<file path="config.mk">
export PLATFORM = sky130hd
export DESIGN_NAME = rad_dev_flat
export DESIGN_NICKNAME = d
export VERILOG_FILES = /design/src/rad_pkg.sv /design/src/rad_spi_if.sv /design/src/rad_sync.sv /design/src/rad_dev.sv /design/src/flat_wrapper.sv
export SDC_FILE = /design/constraint.sdc
export NUM_CORES = 1
export LEC_CHECK = 0
export CORE_MARGIN = 10
export CORE_UTILIZATION = 35
export DETAILED_ROUTE_END_ITERATION = 10
export DONT_BUFFER_PORTS = 1
export GPL_TIMING_DRIVEN = 0
export PLACE_DENSITY = 0.6
export SETUP_SLACK_MARGIN = 0.2
export SLEW_MARGIN = 5
export SYNTH_ARGS = -nofsm -noshare
export SYNTH_HDL_FRONTEND = slang
export SYNTH_SLANG_ARGS = --single-unit
</file>
<file path="constraint.sdc">
create_clock -name clk -period 52 [get_ports clk]
set_clock_uncertainty 0.1 [all_clocks]
set_input_delay 5.2 -clock clk [delete_from_list [all_inputs] [get_ports clk]]
set_output_delay 5.2 -clock clk [all_outputs]
set_load 0.05 [all_outputs]
</file>
<file path="src/rad_pkg.sv">
package rad_pkg;
	localparam int          ADDR_W       = 6;
	localparam logic [5:0]  A_REVISION   = 6'h00;
	localparam logic [5:0]  A_SYNTH_A    = 6'h01;
	localparam logic [5:0]  A_SYNTH_N    = 6'h02;
	localparam logic [5:0]  A_CODE       = 6'h11;
	localparam logic [5:0]  A_CODE_LAST  = 6'h18;
	localparam logic [5:0]  A_CHANNEL    = 6'h21;
	localparam logic [5:0]  A_MFG        = 6'h3C;
	localparam logic [63:0] CODE_RESET   = 64'h1E8B6A3DE0E9B222;
	localparam logic [7:0]  SYNTH_A_MASK = 8'h1F;
	localparam logic [7:0]  SYNTH_N_MASK = 8'h7F;
	localparam logic [6:0]  SYNTH_N_BASE = 7'h4A;
	localparam int          CMD_DIR_BIT  = 7;
	localparam int          CMD_INC_BIT  = 6;
	localparam int          CHAN_MODE    = 7;
	// Status byte slots on the device user side
	localparam int          ST_COUNT     = 8;
	// Host controller register map
	localparam logic [7:0]  H_CTRL       = 8'h00;
	localparam logic [7:0]  H_TXDATA     = 8'h04;
	localparam logic [7:0]  H_RXDATA     = 8'h08;
	localparam logic [7:0]  H_STATUS     = 8'h0C;
	localparam int          CTRL_CNT_LSB = 8;
	localparam int          HOST_BYTES   = 4;
	// Link timing
	localparam int          CLK_NS       = 10;
	localparam int          SCK_HALF_NS  = 250;
	localparam int          SCK_HALF_CYC = (SCK_HALF_NS + CLK_NS - 1) / CLK_NS;

	function automatic logic is_rw(input logic [5:0] a);
		return a inside {[6'h01:6'h07], 6'h0D, [6'h0F:6'h1A], 6'h1C, 6'h20, 6'h21,
			[6'h23:6'h24], 6'h26, [6'h2E:6'h2F], [6'h32:6'h33], 6'h38};
	endfunction : is_rw

	function automatic logic [7:0] reset_value(input logic [5:0] a);
		case (a) inside
			6'h05:                return 8'h01;
			6'h06:                return 8'h03;
			[A_CODE:A_CODE_LAST]: return 8'(CODE_RESET >> (8 * (a - A_CODE)));
			6'h19:                return 8'h08;
			6'h1A:                return 8'h38;
			6'h20:                return 8'h04;
			6'h38:                return 8'h64;
			default:              return 8'h00;
		endcase
	endfunction : reset_value

	function automatic logic [7:0] write_mask(input logic [5:0] a);
		return (a == A_SYNTH_A) ? SYNTH_A_MASK : (a == A_SYNTH_N) ? SYNTH_N_MASK : 8'hFF;
	endfunction : write_mask

	// Slot 0..7: rx status, rx byte 1, rx qual 1, rx byte 2, rx qual 2, tx status, wake status, strength
	function automatic logic [3:0] status_slot(input logic [5:0] a);
		case (a)
			6'h08:   return 4'h0;
			6'h09:   return 4'h1;
			6'h0A:   return 4'h2;
			6'h0B:   return 4'h3;
			6'h0C:   return 4'h4;
			6'h0E:   return 4'h5;
			6'h1D:   return 4'h6;
			6'h22:   return 4'h7;
			default: return 4'hF;
		endcase
	endfunction : status_slot

	function automatic logic [4:0] chan_to_a(input logic [6:0] ch);
		return ch[4:0];
	endfunction : chan_to_a

	function automatic logic [6:0] chan_to_n(input logic [6:0] ch);
		return SYNTH_N_BASE + {5'h00, ch[6:5]};
	endfunction : chan_to_n
endpackage : rad_pkg

</file>
<file path="src/rad_spi_if.sv">
`timescale 1ns/1ps
interface rad_spi_if;
	logic sck;
	logic mosi;
	logic ss_n;
	logic miso;
	logic miso_oe;
	logic miso_line;

	// Undriven line reads low
	assign miso_line = miso_oe & miso;

	modport dev  (input sck, input mosi, input ss_n, output miso, output miso_oe);
	modport host (output sck, output mosi, output ss_n, input miso_line);
endinterface : rad_spi_if

</file>
<file path="src/rad_sync.sv">
`timescale 1ns/1ps
module rad_sync #(
	parameter int               WIDTH     = 1,
	parameter logic [WIDTH-1:0] RESET_VAL = '0
) (
	input  wire logic             clk,
	input  wire logic             rst,
	input  wire logic [WIDTH-1:0] d,
	output logic      [WIDTH-1:0] q
);
	logic [WIDTH-1:0] meta;

	always_ff @(posedge clk or posedge rst) begin
		if (rst) begin
			meta <= RESET_VAL;
			q    <= RESET_VAL;
		end else begin
			meta <= d;
			q    <= meta;
		end
	end
endmodule : rad_sync

</file>
<file path="src/rad_dev.sv">
// Local design decision: the plain strobed port.
`timescale 1ns/1ps
module rad_dev #(
	parameter logic [3:0]  SILICON_REV  = 4'h2,        // Arbitrary value
	parameter logic [3:0]  PRODUCT_CODE = 4'hA,        // Arbitrary value
	parameter logic [31:0] MFG_ID       = 32'hC3A50F96 // Arbitrary value
) (
	input  wire logic                 clk,
	input  wire logic                 rst,
	rad_spi_if.dev                    spi,
	input  wire logic [7:0][7:0]      status_bytes,
	output logic      [63:0][7:0]     regs,
	output logic                      counter_mode,
	output logic      [4:0]           synth_a,
	output logic      [6:0]           synth_n
);
	logic       s_sck;
	logic       s_mosi;
	logic       s_ss_n;
	logic       sck_d;
	logic [2:0] bit_cnt;
	logic [7:0] in_sh;
	logic [7:0] tx_sh;
	logic       have_cmd;
	logic       dir_wr;
	logic       inc;
	logic [5:0] addr;
	logic       miso;

	wire        sel;
	wire        sck_rise;
	wire        sck_fall;
	wire [7:0]  byte_in;
	wire        byte_done;
	wire [5:0]  next_addr;
	wire [5:0]  rd_addr;
	wire [3:0]  slot;
	wire        chan_mode_rd;
	wire [6:0]  chan_num;
	wire [4:0]  chan_a;
	wire [6:0]  chan_n;
	wire [7:0]  rd_data;
	wire        wr_en;
	wire        cmd_done;
	wire        data_done;
	wire        rd_rev;
	wire        rd_mfg;
	wire        rd_syn_a;
	wire        rd_syn_n;
	wire        rd_status;
	wire        rd_rw;

	rad_sync #(
		.WIDTH     (3),
		.RESET_VAL (3'b001)
	) u_sync (
		.clk (clk),
		.rst (rst),
		.d   ({spi.sck, spi.mosi, spi.ss_n}),
		.q   ({s_sck, s_mosi, s_ss_n})
	);

	// Link edge detection on synchronised levels
	assign sel       = ~s_ss_n;
	assign sck_rise  = sel & s_sck & ~sck_d;
	assign sck_fall  = sel & ~s_sck & sck_d;
	assign byte_in   = {in_sh[6:0], s_mosi};
	assign byte_done = sck_rise & (bit_cnt == 3'h7);
	assign cmd_done  = byte_done & ~have_cmd;
	assign data_done = byte_done & have_cmd;
	assign next_addr = inc ? 6'(addr + 6'h01) : addr;

	// Address of the byte shifted out next
	assign rd_addr   = have_cmd ? next_addr : byte_in[5:0];

	// Channel value to divider counts
	assign chan_num     = regs[rad_pkg::A_CHANNEL][6:0];
	assign chan_a       = rad_pkg::chan_to_a(chan_num);
	assign chan_n       = rad_pkg::chan_to_n(chan_num);
	assign chan_mode_rd = ~regs[rad_pkg::A_CHANNEL][rad_pkg::CHAN_MODE];
	assign slot         = rad_pkg::status_slot(rd_addr);

	// Source of the byte shifted out next
	assign rd_rev    = (rd_addr == rad_pkg::A_REVISION);
	assign rd_mfg    = (rd_addr >= rad_pkg::A_MFG);
	assign rd_syn_a  = chan_mode_rd & (rd_addr == rad_pkg::A_SYNTH_A);
	assign rd_syn_n  = chan_mode_rd & (rd_addr == rad_pkg::A_SYNTH_N);
	assign rd_status = (slot != 4'hF);
	assign rd_rw     = rad_pkg::is_rw(rd_addr);

	// Read selection
	assign rd_data =
		rd_rev    ? {SILICON_REV, PRODUCT_CODE} :
		rd_mfg    ? MFG_ID[{rd_addr[1:0], 3'h0} +: 8] :
		rd_syn_a  ? {3'h0, chan_a} :
		rd_syn_n  ? {1'h0, chan_n} :
		rd_status ? status_bytes[slot[2:0]] :
		rd_rw     ? regs[rd_addr] :
		8'h00;

	// Only mapped writable addresses take data
	assign wr_en = byte_done & have_cmd & dir_wr & rad_pkg::is_rw(addr);

	assign spi.miso    = miso;
	assign spi.miso_oe = sel;

	always_ff @(posedge clk or posedge rst) begin
		if (rst) begin
			sck_d <= 1'b0;
		end else begin
			sck_d <= s_sck;
		end
	end

	// Bit position within the current byte
	always_ff @(posedge clk or posedge rst) begin
		if (rst) begin
			bit_cnt <= 3'h0;
		end else if (!sel) begin
			bit_cnt <= 3'h0;
		end else if (sck_rise) begin
			bit_cnt <= 3'(bit_cnt + 3'h1);
		end
	end

	// Incoming bits, most significant first
	always_ff @(posedge clk or posedge rst) begin
		if (rst) begin
			in_sh <= 8'h00;
		end else if (sck_rise) begin
			in_sh <= byte_in;
		end
	end

	// Command byte capture; deselect clears have_cmd only, dir_wr and inc keep their values
	always_ff @(posedge clk or posedge rst) begin
		if (rst) begin
			have_cmd <= 1'b0;
			dir_wr   <= 1'b0;
			inc      <= 1'b0;
		end else if (!sel) begin
			have_cmd <= 1'b0;
		end else if (cmd_done) begin
			have_cmd <= 1'b1;
			dir_wr   <= byte_in[rad_pkg::CMD_DIR_BIT];
			inc      <= byte_in[rad_pkg::CMD_INC_BIT];
		end
	end

	// Register address, stepped after each data byte when the command's increment bit is set
	always_ff @(posedge clk or posedge rst) begin
		if (rst) begin
			addr <= 6'h00;
		end else if (cmd_done) begin
			addr <= byte_in[5:0];
		end else if (data_done) begin
			addr <= next_addr;
		end
	end

	// Read data out, changed on falling link clock
	always_ff @(posedge clk or posedge rst) begin
		if (rst) begin
			tx_sh <= 8'h00;
			miso  <= 1'b0;
		end else if (byte_done) begin
			tx_sh <= rd_data;
		end else if (sck_fall) begin
			miso  <= tx_sh[7];
			tx_sh <= {tx_sh[6:0], 1'b0};
		end
	end

	// Register storage, reserved count bits held at zero
	always_ff @(posedge clk or posedge rst) begin
		if (rst) begin
			for (int i = 0; i < 64; i++) begin
				regs[i] <= rad_pkg::reset_value(6'(i));
			end
		end else if (wr_en) begin
			regs[addr] <= byte_in & rad_pkg::write_mask(addr);
		end
	end

	// Synthesizer divider source
	always_ff @(posedge clk or posedge rst) begin
		if (rst) begin
			counter_mode <= 1'b0;
			synth_a      <= 5'h00;
			synth_n      <= 7'h00;
		end else begin
			counter_mode <= ~chan_mode_rd;
			synth_a      <= chan_mode_rd ? chan_a : regs[rad_pkg::A_SYNTH_A][4:0];
			synth_n      <= chan_mode_rd ? chan_n : regs[rad_pkg::A_SYNTH_N][6:0];
		end
	end
endmodule : rad_dev

</file>
<file path="src/flat_wrapper.sv">
// flat-port wrapper written by rule: the top's interface ports become plain ports
module rad_dev_flat 
#(
	parameter logic [3:0]  SILICON_REV  = 4'h2,                          
	parameter logic [3:0]  PRODUCT_CODE = 4'hA,                          
	parameter logic [31:0] MFG_ID       = 32'hC3A50F96                   
)
  (clk, rst, status_bytes, regs, counter_mode, synth_a, synth_n, spi_sck, spi_mosi, spi_ss_n, spi_miso, spi_miso_oe);
  rad_spi_if spi_i ();
  input  wire logic clk;
  input  wire logic rst;
  input  wire logic [7:0][7:0] status_bytes;
  output logic      [63:0][7:0] regs;
  output logic counter_mode;
  output logic      [4:0] synth_a;
  output logic      [6:0] synth_n;
  input wire logic [$bits(spi_i.sck)-1:0] spi_sck;
  input wire logic [$bits(spi_i.mosi)-1:0] spi_mosi;
  input wire logic [$bits(spi_i.ss_n)-1:0] spi_ss_n;
  output wire logic [$bits(spi_i.miso)-1:0] spi_miso;
  output wire logic [$bits(spi_i.miso_oe)-1:0] spi_miso_oe;
  assign spi_i.sck = spi_sck;
  assign spi_i.mosi = spi_mosi;
  assign spi_i.ss_n = spi_ss_n;
  assign spi_miso = spi_i.miso;
  assign spi_miso_oe = spi_i.miso_oe;
  rad_dev #(.SILICON_REV(SILICON_REV), .PRODUCT_CODE(PRODUCT_CODE), .MFG_ID(MFG_ID)) u_core (.clk(clk), .rst(rst), .spi(spi_i), .status_bytes(status_bytes), .regs(regs), .counter_mode(counter_mode), .synth_a(synth_a), .synth_n(synth_n));
endmodule
</file>
==> impl_results.md <==
* EDFF count, synth at 0
* Routability Congestion at 0.977
* Post-synthesis adder-cell area fraction at 0.00291
* Core area at 73000 sq um
* Die X-Extent at 291 um
* Syn_nets at 2028
* Ranking of synthesized cells by area: dfrtp_1, mux2_2, mux4_2
* Final setup violation count at 0
* Layout cells sized above 1 at 0.367
* # port buffers at 0
* Reg clk slew, reported paths at 60 ps
* Clock Power Share at 0.398
* Post-synthesis mux area share at 0.272
* Sequential area share after synthesis at 0.546
* Yosys cell types at 85
* Area grow syn2layout at 13.6%
* Drt pass-1 iters at 5
* Most frequent cells in the layout: dfrtp_1, mux2_2, clkbuf_1
* Post-synthesis compound-gate area fraction at 0.0553
* Status: complete, no violations
* Xor and xnor fraction of the mapped netlist area at 0.000971
* Internal at 0.758 mW
* Synthesized instance count at 1953
* Remaining Overflow, GRT at 0
* Critical Path RT at 46700 ps
* Crit-path max FO at 7
* Highest clock rate at 0.140 GHz
* Combinational power share at 0.210
* Max VDD drop at 0.0247 mV
* Die H at 291 um
* H-tree levels at 2
* DP HPWL at 92.6 mm
* Clock latency on the worst-skew pair at 630 ps
* Number of global-route vias before repair at 18500
* Largest net degree at the start of global routing at 123
* Synth Register Bits at 560
* RSZ-0062 raised after global routing: false
* Drt drc at 0
* Post-cts hold buffer count at 0
* Post-detailed-routing wire length at 122 mm
* PwrDens at 38.7 nW/um^2
* Final nets at 2098
* TritonCTS clock tree: built
* Yosys Warn Count at 0
* CTS sink cnt at 560
* Commonest non-fill, non-tap cell in the layout: dfrtp_1
* Final Cycle Share at 0.137
* Final total negative setup slack at 0 ps
* Routed via count at 18300
* Pins Over Slew Limit at 0
* Post-route ant nets at 0
* Post-synth ARST share at 1.00
* Initial antenna violation count at 6
* WL/cell at 40.1 um
* Switching Share at 0.330
* Tmin final at 7130 ps
* NetSw at 0.374 mW
* Gr usage total at 0.277
* FP Rows at 99
* Number of CTS-inserted buffers at 60
* Largest family of logic cells by synthesized area: multiplexers
* Fin util at 0.401
* Clk buf depth at 3
* Die area at 84900 sq um
* Post-synth top flop: dfrtp_1
* Yosys top cell area share at 0.501
* Worst Tran Pin Value at 1400 ps
* CP arrival at 1830 ps
* Post-CTS Setup Bufs at 0
* Ports at 596
* Yosys top cell by area: dfrtp_1
* Endpoints failing hold at 0
* Seq pwr share at 0.393
* Initial detailed-routing violation count at 1580
* Leakage at 13.2 nW
* Max Cap Viol at 0
* Crit end category: output pin
* Post_cts resized at 0
* Simple-gate share of the synthesized area at 0.0728
* Mapped Area at 25800 sq um
* Crit path launch type: register
* Syn avg cell area at 13.2 sq um
* Clk Tree Root Cell: clkbuf_16
* Global-route wire length before repair at 165 mm
* Initial Utilization at 0.353
* Hold Crit Class: reg -> reg
* Max_slew headroom at 0.0664
* Routed vias/inst at 6.03
* WS Path Type: reg -> out
-- critical path: stages, from the launching register on --
cell	delay [ps]
dfstp_2	530
clkbuf_1	310
inv_1	360
-- cell usage after synthesis (10+ instances only) --
cell and count:
nor2_2 29, clkbuf_1 228, a211oi_1 10, dfstp_2 44
mux2i_1 45, o21ai_0 34, mux2_2 362, buf_2 31
nor3_1 13, mux4_2 107, o22ai_1 17, a31oi_1 10
nand3_1 30, nand3b_1 10, nor2_4 14, nor2_1 74
dfrtp_1 516, nand2_1 125, a21oi_1 35, buf_4 18
a22oi_1 15
-- per-layer routing --
| layer | routed length, um | vias to the layer above | share of wire | GRT usage |
|---|---|---|---|---|
| met4 | 5070 | 4 | 0.042 | 0.102 |
| met5 | 26 | - | 0.00021 | 0 |
| met1 | 43700 | 9871 | 0.36 | 0.315 |
| li1 | - | 7104 | - | - |
| met2 | 59200 | 1091 | 0.49 | 0.463 |
| met3 | 13900 | 238 | 0.11 | 0.112 |
-- layout make-up --
| cell class | instances | area, sq um |
|---|---|---|
| Clock buffer | 87 | 1820 |
| Buffer | 291 | 1270 |
| Antenna cell | 3 | 7.51 |
| Multi-Input combinational cell | 1095 | 10400 |
| Clock inverter | 27 | 284 |
| Tap cell | 959 | 1200 |
| Timing Repair Buffer | 8 | 173 |
| Sequential cell | 560 | 14100 |
| Fill cell | 6834 | 43700 |
| Inverter | 7 | 33.8 |
-- power by group through the flow --
| stage | Combinational [mW] | Sequential, mW | Clock, mW |
|---|---|---|---|
| final | 0.237 | 0.445 | 0.451 |
| after global routing | 0.242 | 0.445 | 0.475 |
| after detailed placement | 0.230 | 0.452 | 0 |
| after global placement | 0.225 | 0.453 | 0 |
| after CTS | 0.230 | 0.445 | 0.456 |
| after floorplan | 0.117 | 0.451 | 0 |
-- cell families (layout without fill, tap and decap cells) --
logic type / count (synthesis) / count (layout)
AO/OA/AOI/OAI: 201 / 201
XOR/XNOR: 2 / 2
adder cells (fa/ha/maj): 6 / 6
buffers and inverters: 298 / 420
flip-flops: 560 / 560
multiplexers: 519 / 519
other: 0 / 3
AND/OR/NAND/NOR: 367 / 367
-- state kept, by name, indices dropped and copies added (netlist names) --
name,count
u_core.tx_sh,8
u_core.in_sh,7
u_core.synth_a,5
u_core.u_sync.q,3
u_core.sck_d,1
u_core.spi.miso,1
u_core.counter_mode,1
u_core.regs,512
u_core.dir_wr,1
u_core.inc,1
u_core.addr,6
u_core.synth_n,7
u_core.bit_cnt,3
u_core.have_cmd,1
u_core.u_sync.meta,3
-- path summary, 6_finish.rpt --
path / depth (start not counted) / from / slack (ps) / to
max in group asynchronous: 4 / rst / 45500 / u_core.regs[487]
setup reg to reg: 14 / u_core.addr[1] / 46690 / u_core.tx_sh[5]
min in group asynchronous: 1 / rst / 4350 / u_core.regs[480]
setup / recovery: 2 / u_core.u_sync.q[0] / 44870 / spi_miso_oe
hold / removal: 0 / u_core.u_sync.meta[2] / 260 / u_core.u_sync.q[2]
hold reg to reg: 0 / u_core.u_sync.meta[2] / 260 / u_core.u_sync.q[2]
-- through the flow --
stage / power [mW] / setup WS (ps) / hold slack [ps] / area [sq um] / instances
floorplan: 0.569 / 31110 / 231 / 25800 / 1953
global placement: 0.678 / 25340 / 237 / 27000 / 2912
detailed placement: 0.682 / 44810 / 246 / 27200 / 2920
CTS: 1.13 / 44850 / 258 / 29300 / 3034
global route: 1.16 / 44800 / 260 / 29300 / 3035
finish: 1.13 / 44870 / 255 / 29300 / 3037
No activity file was read; power rests on OpenSTA's default activity.
